===== src/hdl/pcra_regs.vh =====
// register offsets, field positions, reset values and counts of the config access block
`ifndef PCRA_REGS_VH
`define PCRA_REGS_VH

// register indices decoded on every page, and the page loaded at reset
`define PCRA_PAGE_SEL_IDX 8'h01
`define PCRA_PAGE_RST 8'h00
`define PCRA_READY_IDX 8'hfe

// full 16-bit addresses, page in the upper byte
`define PCRA_RESET_CTRL_ADDR 16'h001c
`define PCRA_SPI_CFG_ADDR 16'h002b
`define PCRA_NVM_CMD_ADDR 16'h00e3
`define PCRA_NVM_CNT_ADDR 16'h00e4
`define PCRA_OUT_PD_LO_ADDR 16'h0141
`define PCRA_OUT_PD_HI_ADDR 16'h0142
`define PCRA_ZDM_ADDR 16'h0487
`define PCRA_SW_MODE_ADDR 16'h0536
`define PCRA_IN_PD_ADDR 16'h0949

// field positions
`define PCRA_HARD_RST_BIT 1
`define PCRA_SYNC_BIT 2
`define PCRA_SPI3W_BIT 3
`define PCRA_ZDM_BIT 0
`define PCRA_AUTO_SW_BIT 0
`define PCRA_HITLESS_BIT 1

// nonvolatile store
`define PCRA_NVM_BURN_KEY 8'hc7
`define PCRA_NVM_MAX_BURNS 2'h2
`define PCRA_NVM_CNT_RST 2'h0
`define PCRA_IMG_W 18
// image layout {sw_mode[1:0], zdm, in_pd[3:0], out_pd[9:0], spi3w}
`define PCRA_FACTORY_IMG 18'h30000
`define PCRA_IMG_RST 18'h00000

// default download length in mclk cycles
`define PCRA_LOAD_CYC 8'h10

// serial slave address on the two-wire bus
`define PCRA_I2C_ADDR 7'h68

`endif


===== src/hdl/pcra_config_access.v =====
// paged configuration registers behind a two-wire or spi serial port, with nvm download
`timescale 1ns/1ps
`include "pcra_regs.vh"

// Function
// - zero delay mode set by software opens the internal feedback path for external feedback.
// - zero delay mode blocks automatic input selection and hitless switching.
// - power-up initialization holds every output divider in reset for aligned phase.
// - the reset pin or hard reset bit repeats the full initialization and divider realignment.
// - the sync bit realigns the output dividers without touching any register.
// - at power-up the defaults are downloaded from the nonvolatile store before operation.
// - the nonvolatile store takes at most two programming operations in its life.
// - after programming only the newest image is loaded and the older one is gone.
// - all configuration is by register access over the serial port that the select pin picks.
// - spi runs four-wire with separate data out or three-wire on the shared data line.
// - each page holds 256 byte registers.
// - an address is an 8-bit page over an 8-bit register index.
// - after reset the current page is page 0x00.
// - index 0x01 selects the page on every page.
// - unused input receivers and output drivers power down one by one under register control.
module pcra_config_access (
    // clock and power-on reset
    input wire mclk,
    input wire reset,
    // device pins
    input wire rst_pin_n,
    input wire i2c_sel,
    input wire scl_sclk,
    input wire cs_n_a0,
    input wire sda_sdio_in,
    output reg sda_sdio_out,
    output reg sda_sdio_oe,
    output reg sdo_out,
    output reg sdo_oe,
    // clock path control
    output reg device_ready,
    output reg div_reset,
    output reg div_sync,
    output reg zero_delay_en,
    output reg int_fb_open,
    output reg external_feedback_input_en,
    output reg auto_switch_en,
    output reg hitless_en,
    output reg [9:0] out_pd,
    output reg [3:0] in_pd
);

localparam ST_LOAD = 2'b01;
localparam ST_RUN = 2'b10;

// synchronisers, stage one read only by stage two
reg scl_s1, scl_s2, scl_s3;
reg sda_s1, sda_s2, sda_s3;
reg cs_s1, cs_s2;
reg rstp_s1, rstp_s2;
reg sel_s1, sel_s2;

// serial engine
reg [3:0] bcnt_r;
reg [1:0] k_r;
reg [7:0] sh_r;
reg [7:0] tx_r;
reg [7:0] idx_r;
reg rd_r;
reg adr_r;
reg wr_stb_r;
reg [7:0] wr_dat_r;

// configuration state
reg [1:0] state_r;
reg [7:0] cnt_r;
reg [7:0] page_r;
reg spi3w_r;
reg zdm_r;
reg [1:0] sw_r;
reg [1:0] nvm_cnt_r;
reg [`PCRA_IMG_W-1:0] nvm_a_r;
reg [`PCRA_IMG_W-1:0] nvm_b_r;

wire scl_rise = scl_s2 & ~scl_s3;
wire scl_fall = ~scl_s2 & scl_s3;
wire i2c_start = sel_s2 & scl_s2 & scl_s3 & sda_s3 & ~sda_s2;
wire i2c_stop = sel_s2 & scl_s2 & scl_s3 & ~sda_s3 & sda_s2;
wire [7:0] got = {sh_r[6:0], sda_s2};
wire [`PCRA_IMG_W-1:0] cur_img = {sw_r, zdm_r, in_pd, out_pd, spi3w_r};
// newest image only, older burns are unreachable
wire [`PCRA_IMG_W-1:0] act_img = (nvm_cnt_r == 2'h2) ? nvm_b_r :
    (nvm_cnt_r == 2'h1) ? nvm_a_r : `PCRA_FACTORY_IMG;
wire [15:0] wr_addr = {page_r, idx_r};

// read mux over the current page, 256 indices per page
function [7:0] reg_rd;
    input [7:0] i;
    begin
        reg_rd = 8'h00;
        if (!device_ready)
            reg_rd = 8'h00;
        else if (i == `PCRA_PAGE_SEL_IDX)
            reg_rd = page_r;
        else if (i == `PCRA_READY_IDX)
            reg_rd = 8'h01;
        else begin
            case ({page_r, i})
                `PCRA_SPI_CFG_ADDR: reg_rd = {4'h0, spi3w_r, 3'h0};
                `PCRA_NVM_CNT_ADDR: reg_rd = {6'h00, nvm_cnt_r};
                `PCRA_OUT_PD_LO_ADDR: reg_rd = out_pd[7:0];
                `PCRA_OUT_PD_HI_ADDR: reg_rd = {6'h00, out_pd[9:8]};
                `PCRA_ZDM_ADDR: reg_rd = {7'h00, zdm_r};
                `PCRA_SW_MODE_ADDR: reg_rd = {6'h00, sw_r};
                `PCRA_IN_PD_ADDR: reg_rd = {4'h0, in_pd};
                default: reg_rd = 8'h00;
            endcase
        end
    end
endfunction

// two flops on every pin before use
always @(posedge mclk or posedge reset) begin
    if (reset) begin
        {scl_s1, scl_s2, scl_s3} <= 3'h7;
        {sda_s1, sda_s2, sda_s3} <= 3'h7;
        {cs_s1, cs_s2} <= 2'h3;
        {rstp_s1, rstp_s2} <= 2'h3;
        {sel_s1, sel_s2} <= 2'h0;
    end else begin
        {scl_s1, scl_s2, scl_s3} <= {scl_sclk, scl_s1, scl_s2};
        {sda_s1, sda_s2, sda_s3} <= {sda_sdio_in, sda_s1, sda_s2};
        {cs_s1, cs_s2} <= {cs_n_a0, cs_s1};
        {rstp_s1, rstp_s2} <= {rst_pin_n, rstp_s1};
        {sel_s1, sel_s2} <= {i2c_sel, sel_s1};
    end
end

// serial engine: bytes are sampled on sclk rise, data driven on sclk fall
always @(posedge mclk or posedge reset) begin
    if (reset) begin
        bcnt_r <= 4'h0;
        k_r <= 2'h0;
        sh_r <= 8'h00;
        tx_r <= 8'h00;
        idx_r <= 8'h00;
        rd_r <= 1'b0;
        adr_r <= 1'b0;
        wr_stb_r <= 1'b0;
        wr_dat_r <= 8'h00;
        sda_sdio_out <= 1'b0;
        sda_sdio_oe <= 1'b0;
        sdo_out <= 1'b0;
        sdo_oe <= 1'b0;
    end else begin
        wr_stb_r <= 1'b0;
        if (sel_s2 ? (i2c_start | i2c_stop) : cs_s2) begin
            bcnt_r <= 4'h0;
            k_r <= 2'h0;
            sda_sdio_oe <= 1'b0;
            sdo_oe <= 1'b0;
            if (!sel_s2 || i2c_stop)
                adr_r <= 1'b0;
        end else if (scl_rise) begin
            if (bcnt_r == 4'h8) begin
                bcnt_r <= 4'h0; // acknowledge slot done
            end else begin
                sh_r <= got;
                bcnt_r <= bcnt_r + 4'h1;
                if (bcnt_r == 4'h7) begin
                    if (!sel_s2)
                        bcnt_r <= 4'h0; // spi has no acknowledge slot
                    if (k_r != 2'h2)
                        k_r <= k_r + 2'h1;
                    case (k_r)
                        2'h0: begin
                            if (sel_s2) begin
                                // not ready means no acknowledge at all
                                adr_r <= device_ready & (got[7:1] == `PCRA_I2C_ADDR);
                                rd_r <= got[0];
                                tx_r <= reg_rd(idx_r);
                            end else begin
                                rd_r <= got[7];
                            end
                        end
                        2'h1: begin
                            if (!sel_s2 || !rd_r) begin
                                idx_r <= got;
                                tx_r <= reg_rd(got);
                            end
                            if (sel_s2 && rd_r)
                                tx_r <= reg_rd(idx_r);
                        end
                        default: begin
                            if (!rd_r && device_ready && (adr_r || !sel_s2)) begin
                                wr_stb_r <= 1'b1;
                                wr_dat_r <= got;
                            end
                        end
                    endcase
                end
            end
        end else if (scl_fall) begin
            if (sel_s2) begin
                // open drain: only ever pulls low
                sda_sdio_out <= 1'b0;
                if (bcnt_r == 4'h8) begin
                    sda_sdio_oe <= adr_r & ((k_r == 2'h1) | ~rd_r);
                end else if (adr_r && rd_r && k_r != 2'h0) begin
                    sda_sdio_oe <= ~tx_r[7];
                    tx_r <= {tx_r[6:0], tx_r[7]}; // rotate so the next read byte repeats
                end else begin
                    sda_sdio_oe <= 1'b0;
                end
            end else if (rd_r && k_r == 2'h2) begin
                tx_r <= {tx_r[6:0], 1'b0};
                if (spi3w_r) begin
                    sda_sdio_out <= tx_r[7];
                    sda_sdio_oe <= 1'b1;
                end else begin
                    sdo_out <= tx_r[7];
                    sdo_oe <= 1'b1;
                end
            end
        end
    end
end

// download, resets, realignment and register writes
always @(posedge mclk or posedge reset) begin
    if (reset) begin
        state_r <= ST_LOAD;
        cnt_r <= 8'h00;
        page_r <= `PCRA_PAGE_RST;
        spi3w_r <= 1'b0;
        zdm_r <= 1'b0;
        sw_r <= 2'h0;
        out_pd <= 10'h000;
        in_pd <= 4'h0;
        nvm_cnt_r <= `PCRA_NVM_CNT_RST;
        nvm_a_r <= `PCRA_IMG_RST;
        nvm_b_r <= `PCRA_IMG_RST;
        device_ready <= 1'b0;
        div_reset <= 1'b1;
        div_sync <= 1'b0;
    end else begin
        div_sync <= 1'b0;
        case (state_r)
            ST_LOAD: begin
                device_ready <= 1'b0;
                div_reset <= 1'b1;
                page_r <= `PCRA_PAGE_RST;
                if (!rstp_s2)
                    cnt_r <= 8'h00; // held while the pin is low
                else if (cnt_r == `PCRA_LOAD_CYC - 8'h01) begin
                    {sw_r, zdm_r, in_pd, out_pd, spi3w_r} <= act_img;
                    device_ready <= 1'b1;
                    div_reset <= 1'b0;
                    state_r <= ST_RUN;
                end else
                    cnt_r <= cnt_r + 8'h01;
            end
            ST_RUN: begin
                if (!rstp_s2) begin
                    state_r <= ST_LOAD;
                    cnt_r <= 8'h00;
                    device_ready <= 1'b0;
                    div_reset <= 1'b1;
                end else if (wr_stb_r) begin
                    if (idx_r == `PCRA_PAGE_SEL_IDX)
                        page_r <= wr_dat_r;
                    else begin
                        case (wr_addr)
                            `PCRA_RESET_CTRL_ADDR: begin
                                if (wr_dat_r[`PCRA_HARD_RST_BIT]) begin
                                    state_r <= ST_LOAD;
                                    cnt_r <= 8'h00;
                                    device_ready <= 1'b0;
                                    div_reset <= 1'b1;
                                end else if (wr_dat_r[`PCRA_SYNC_BIT])
                                    div_sync <= 1'b1;
                            end
                            `PCRA_SPI_CFG_ADDR: spi3w_r <= wr_dat_r[`PCRA_SPI3W_BIT];
                            `PCRA_NVM_CMD_ADDR: begin
                                // a third burn is silently refused
                                if (wr_dat_r == `PCRA_NVM_BURN_KEY &&
                                        nvm_cnt_r != `PCRA_NVM_MAX_BURNS) begin
                                    if (nvm_cnt_r == 2'h0)
                                        nvm_a_r <= cur_img;
                                    else
                                        nvm_b_r <= cur_img;
                                    nvm_cnt_r <= nvm_cnt_r + 2'h1;
                                end
                            end
                            `PCRA_OUT_PD_LO_ADDR: out_pd[7:0] <= wr_dat_r;
                            `PCRA_OUT_PD_HI_ADDR: out_pd[9:8] <= wr_dat_r[1:0];
                            `PCRA_ZDM_ADDR: zdm_r <= wr_dat_r[`PCRA_ZDM_BIT];
                            `PCRA_SW_MODE_ADDR: sw_r <= wr_dat_r[1:0];
                            `PCRA_IN_PD_ADDR: in_pd <= wr_dat_r[3:0];
                            default: ;
                        endcase
                    end
                end
            end
            default: state_r <= ST_LOAD;
        endcase
    end
end

// feedback and switching controls follow zero delay mode one cycle later
always @(posedge mclk or posedge reset) begin
    if (reset) begin
        zero_delay_en <= 1'b0;
        int_fb_open <= 1'b0;
        external_feedback_input_en <= 1'b0;
        auto_switch_en <= 1'b0;
        hitless_en <= 1'b0;
    end else begin
        zero_delay_en <= zdm_r;
        int_fb_open <= zdm_r;
        external_feedback_input_en <= zdm_r;
        auto_switch_en <= sw_r[`PCRA_AUTO_SW_BIT] & ~zdm_r;
        hitless_en <= sw_r[`PCRA_HITLESS_BIT] & ~zdm_r;
    end
end

endmodule


===== config.mk =====
export PLATFORM = sky130hd
export DESIGN_NAME = pcra_config_access
export DESIGN_NICKNAME = d
export VERILOG_FILES = /design/src/hdl/pcra_config_access.v
export VERILOG_INCLUDE_DIRS = /design/src /design/src/hdl
export SDC_FILE = /design/constraint.sdc
export NUM_CORES = 1
export LEC_CHECK = 0
export ABC_CLOCK_PERIOD_IN_PS = 6110
export BUFFER_PORTS_ARGS = -buffer_cell sky130_fd_sc_hd__buf_4
export CORE_ASPECT_RATIO = 0.75
export CORE_MARGIN = 10
export CORE_UTILIZATION = 40
export DETAILED_ROUTE_END_ITERATION = 7
export SYNTH_ARGS = -nofsm -noshare
export SYNTH_HDL_FRONTEND = slang
export SYNTH_SLANG_ARGS = --single-unit

===== constraint.sdc =====
create_clock -name mclk -period 6.11 [get_ports mclk]
set_input_delay 1.222 -clock mclk [delete_from_list [all_inputs] [get_ports mclk]]
set_output_delay 1.222 -clock mclk [all_outputs]
set_load 0.02 [all_outputs]

==> qor.yml <==
outcome: "finished, final reports clean"
hold_path.class: "reg -> reg"
setup_viol: 0
rows: 42
cts_resized: 0
max_freq_ghz: 0.2908
synth-warning-count: 0
htree_levels: 4
synthTopCellsByCount: "dfrtp_1 (124), nor2_1 (68), mux2_2 (61)"
syn-instance-count: 720
synth.area.top_cells: "dfrtp_1 (43%), mux2_2 (9.6%), dfstp_2 (4.4%)"
finalCritPeriodShare_pct: 56.28
cpMaxStageDelayCell: "nor4_4"
avgSynthCellArea_um2: 9.970
seq_area_frac_synth_pct: 47.62
fin_util_pct: 46.38
path_cells: "inv_1 -> ha_2 -> buf_4 -> nand2_1 -> or3_1 -> nor4_4 -> mux2_2"
crit_path_max_fanout: 56
portBuffers: 32
netlist_area_um2: 7178
setup-tns-final_ps: 0
arrival_ps: 3750
grt.busiest_layer: "met1"
cts_tree: "built"
min_period_ps: 3439
die_h_um: 136.0
power_density_nw_per_um2: 280.1
worst_setup_path_end_kind: "register"
dieArea_um2: 23760
cts_sinks: 136
core-area_um2: 17660
post-synth-top-count-cell: "dfrtp_1"
synth_fp_nets: 740
wl_per_cell_um: 19.73
vias: 5756
maxSlewHeadroom_pct: 15.26
die_x_um: 174.7
post_cts_buffers: 0
numCtsBuffers: 17
n_antenna_cell: 0
ant_nets: 0
synth_top_area_cell: "dfrtp_1"
drt_iter0_markers: 618
routed_wl_mm: 19.53
grt_pass1_wl_mm: 32.10
yosys_most_used_dff: "dfrtp_1"
grt.met2_usage_pct: 23.96
synth_edf_count: 0
track_usage_pct: 16.87
clk_latency_ps: 430
nets: 755
worst_slew_pin_slew_ps: 1262
routabilityCongestion: 0.9605
start_util_pct: 40.65
hpwl_mm: 13.58
grt_overflow: 0
slew_viol_final: 0
grtUsageMet3_pct: 4.850
ir_worst_vdd_mv: 0.1374
clk_pin_slew_worst_paths_ps: 60
root_buffer: "clkbuf_16"
clk_path_buf_depth: 2
vias_per_cell: 5.814
async_reset_ff_share_pct: 100.0
ys_ff_latch: 136
io_pins: 33
yosysUniqueCellTypes: 66
drv_cap: 0
hold_viol: 0
rsz0062_at_grt: "false"
critPathLaunchType: "register"
worstPathRequired_ps: 6420
synthDominantCellAreaShare_pct: 43.23
ctsHoldBuffers: 0
leakagePower_nw: 3.700
drive_above_1_share_pct: 21.12
antenna_found_initial: 0
grt_pass1_vias: 5683
worstSetupPathType: "reg -> reg"
area_growth_pct: 14.08
fin_skew_ps: 10.30
first_pass_iters: 5
slowest_delay_ps: 1090
grt_max_degree: 96
use_met1_pct: 24.13
route.detailed.drc: 0
final timing paths:
path / startpoint / to / slack [ps] / depth (start not counted)
setup / recovery: state_r[0] / nvm_b_r[6] / 2670 / 7
hold / removal: sel_s1 / sel_s2 / 350 / 0
setup reg to reg: state_r[0] / nvm_b_r[6] / 2670 / 7
hold reg to reg: sel_s1 / sel_s2 / 350 / 0
max in group asynchronous: reset / wr_dat_r[2] / 4030 / 3
min in group asynchronous: reset / page_r[0] / 1000 / 2
kinds of logic after synthesis:
group	count (synthesis)	share of synthesized area, %
mux	67	10.41
xor+xnor	4	0.4881
fa+ha+maj	13	2.266
simple gates	260	19.31
buf+inv	69	3.939
flops	136	47.62
compound gates	171	15.97
routing by layer:
metal	vias to the layer above	share of wire [%]
li1	2657	-
met1	2866	49
met2	210	43
met3	23	6.8
met4	0	1.2
met5	-	0
registers in the layout, indices dropped and copies added (netlist names), 2 cells and up:
signal     count
bcnt_r         4
cnt_r          8
idx_r          8
in_pd          4
k_r            2
nvm_a_r       18
nvm_b_r       18
nvm_cnt_r      2
out_pd        10
page_r         8
sh_r           7
state_r        2
sw_r           2
tx_r           8
wr_dat_r       8
through the flow:
stage | cell area (um^2) | setup WS (ps) | cells | hold WS (ps) | power, W
floorplan | 7178 | 1268 | 720 | 331.2 | 0.001175
global placement | 7589 | 2839 | 958 | 331.9 | 0.001245
detailed placement | 7589 | 2717 | 958 | 341.0 | 0.001257
CTS | 8189 | 2703 | 990 | 355.4 | 0.002306
global route | 8189 | 2459 | 990 | 360.5 | 0.002386
finish | 8189 | 2671 | 990 | 351.8 | 0.002294
critical path, delay by kind of cell, from the launching register on:
kind          cells  cell delay, ps
simple gates      3            1810
buf+inv           2             520
flops             1             370
fa+ha+maj         1             160
mux               1             430
power by group:
part | internal, W | switching, W
Combinational | 0.0000832 | 0.000106
Clock | 0.000645 | 0.000404
Sequential | 0.000956 | 0.0000999
placed cells by master, fill, tap and decap left out, types with 19 or more instances in the layout:
cell type and n:
buf_4 37, nor2_1 68, a211oi_1 19, a21oi_1 38, inv_1 27, o21ai_0 35
nand3_1 20, nand2_1 59, dfrtp_1 124, mux2_2 61
final cells by class:
type,instances,area (um^2)
Tap cell,242,302.8
Fill cell,1655,9468
Clock buffer,22,484.2
Multi-Input combinational cell,515,3480
Inverter,28,110.1
Sequential cell,136,3418
Timing Repair Buffer,37,277.8
Clock inverter,10,116.4
No activity file was read; power rests on OpenSTA's default activity.
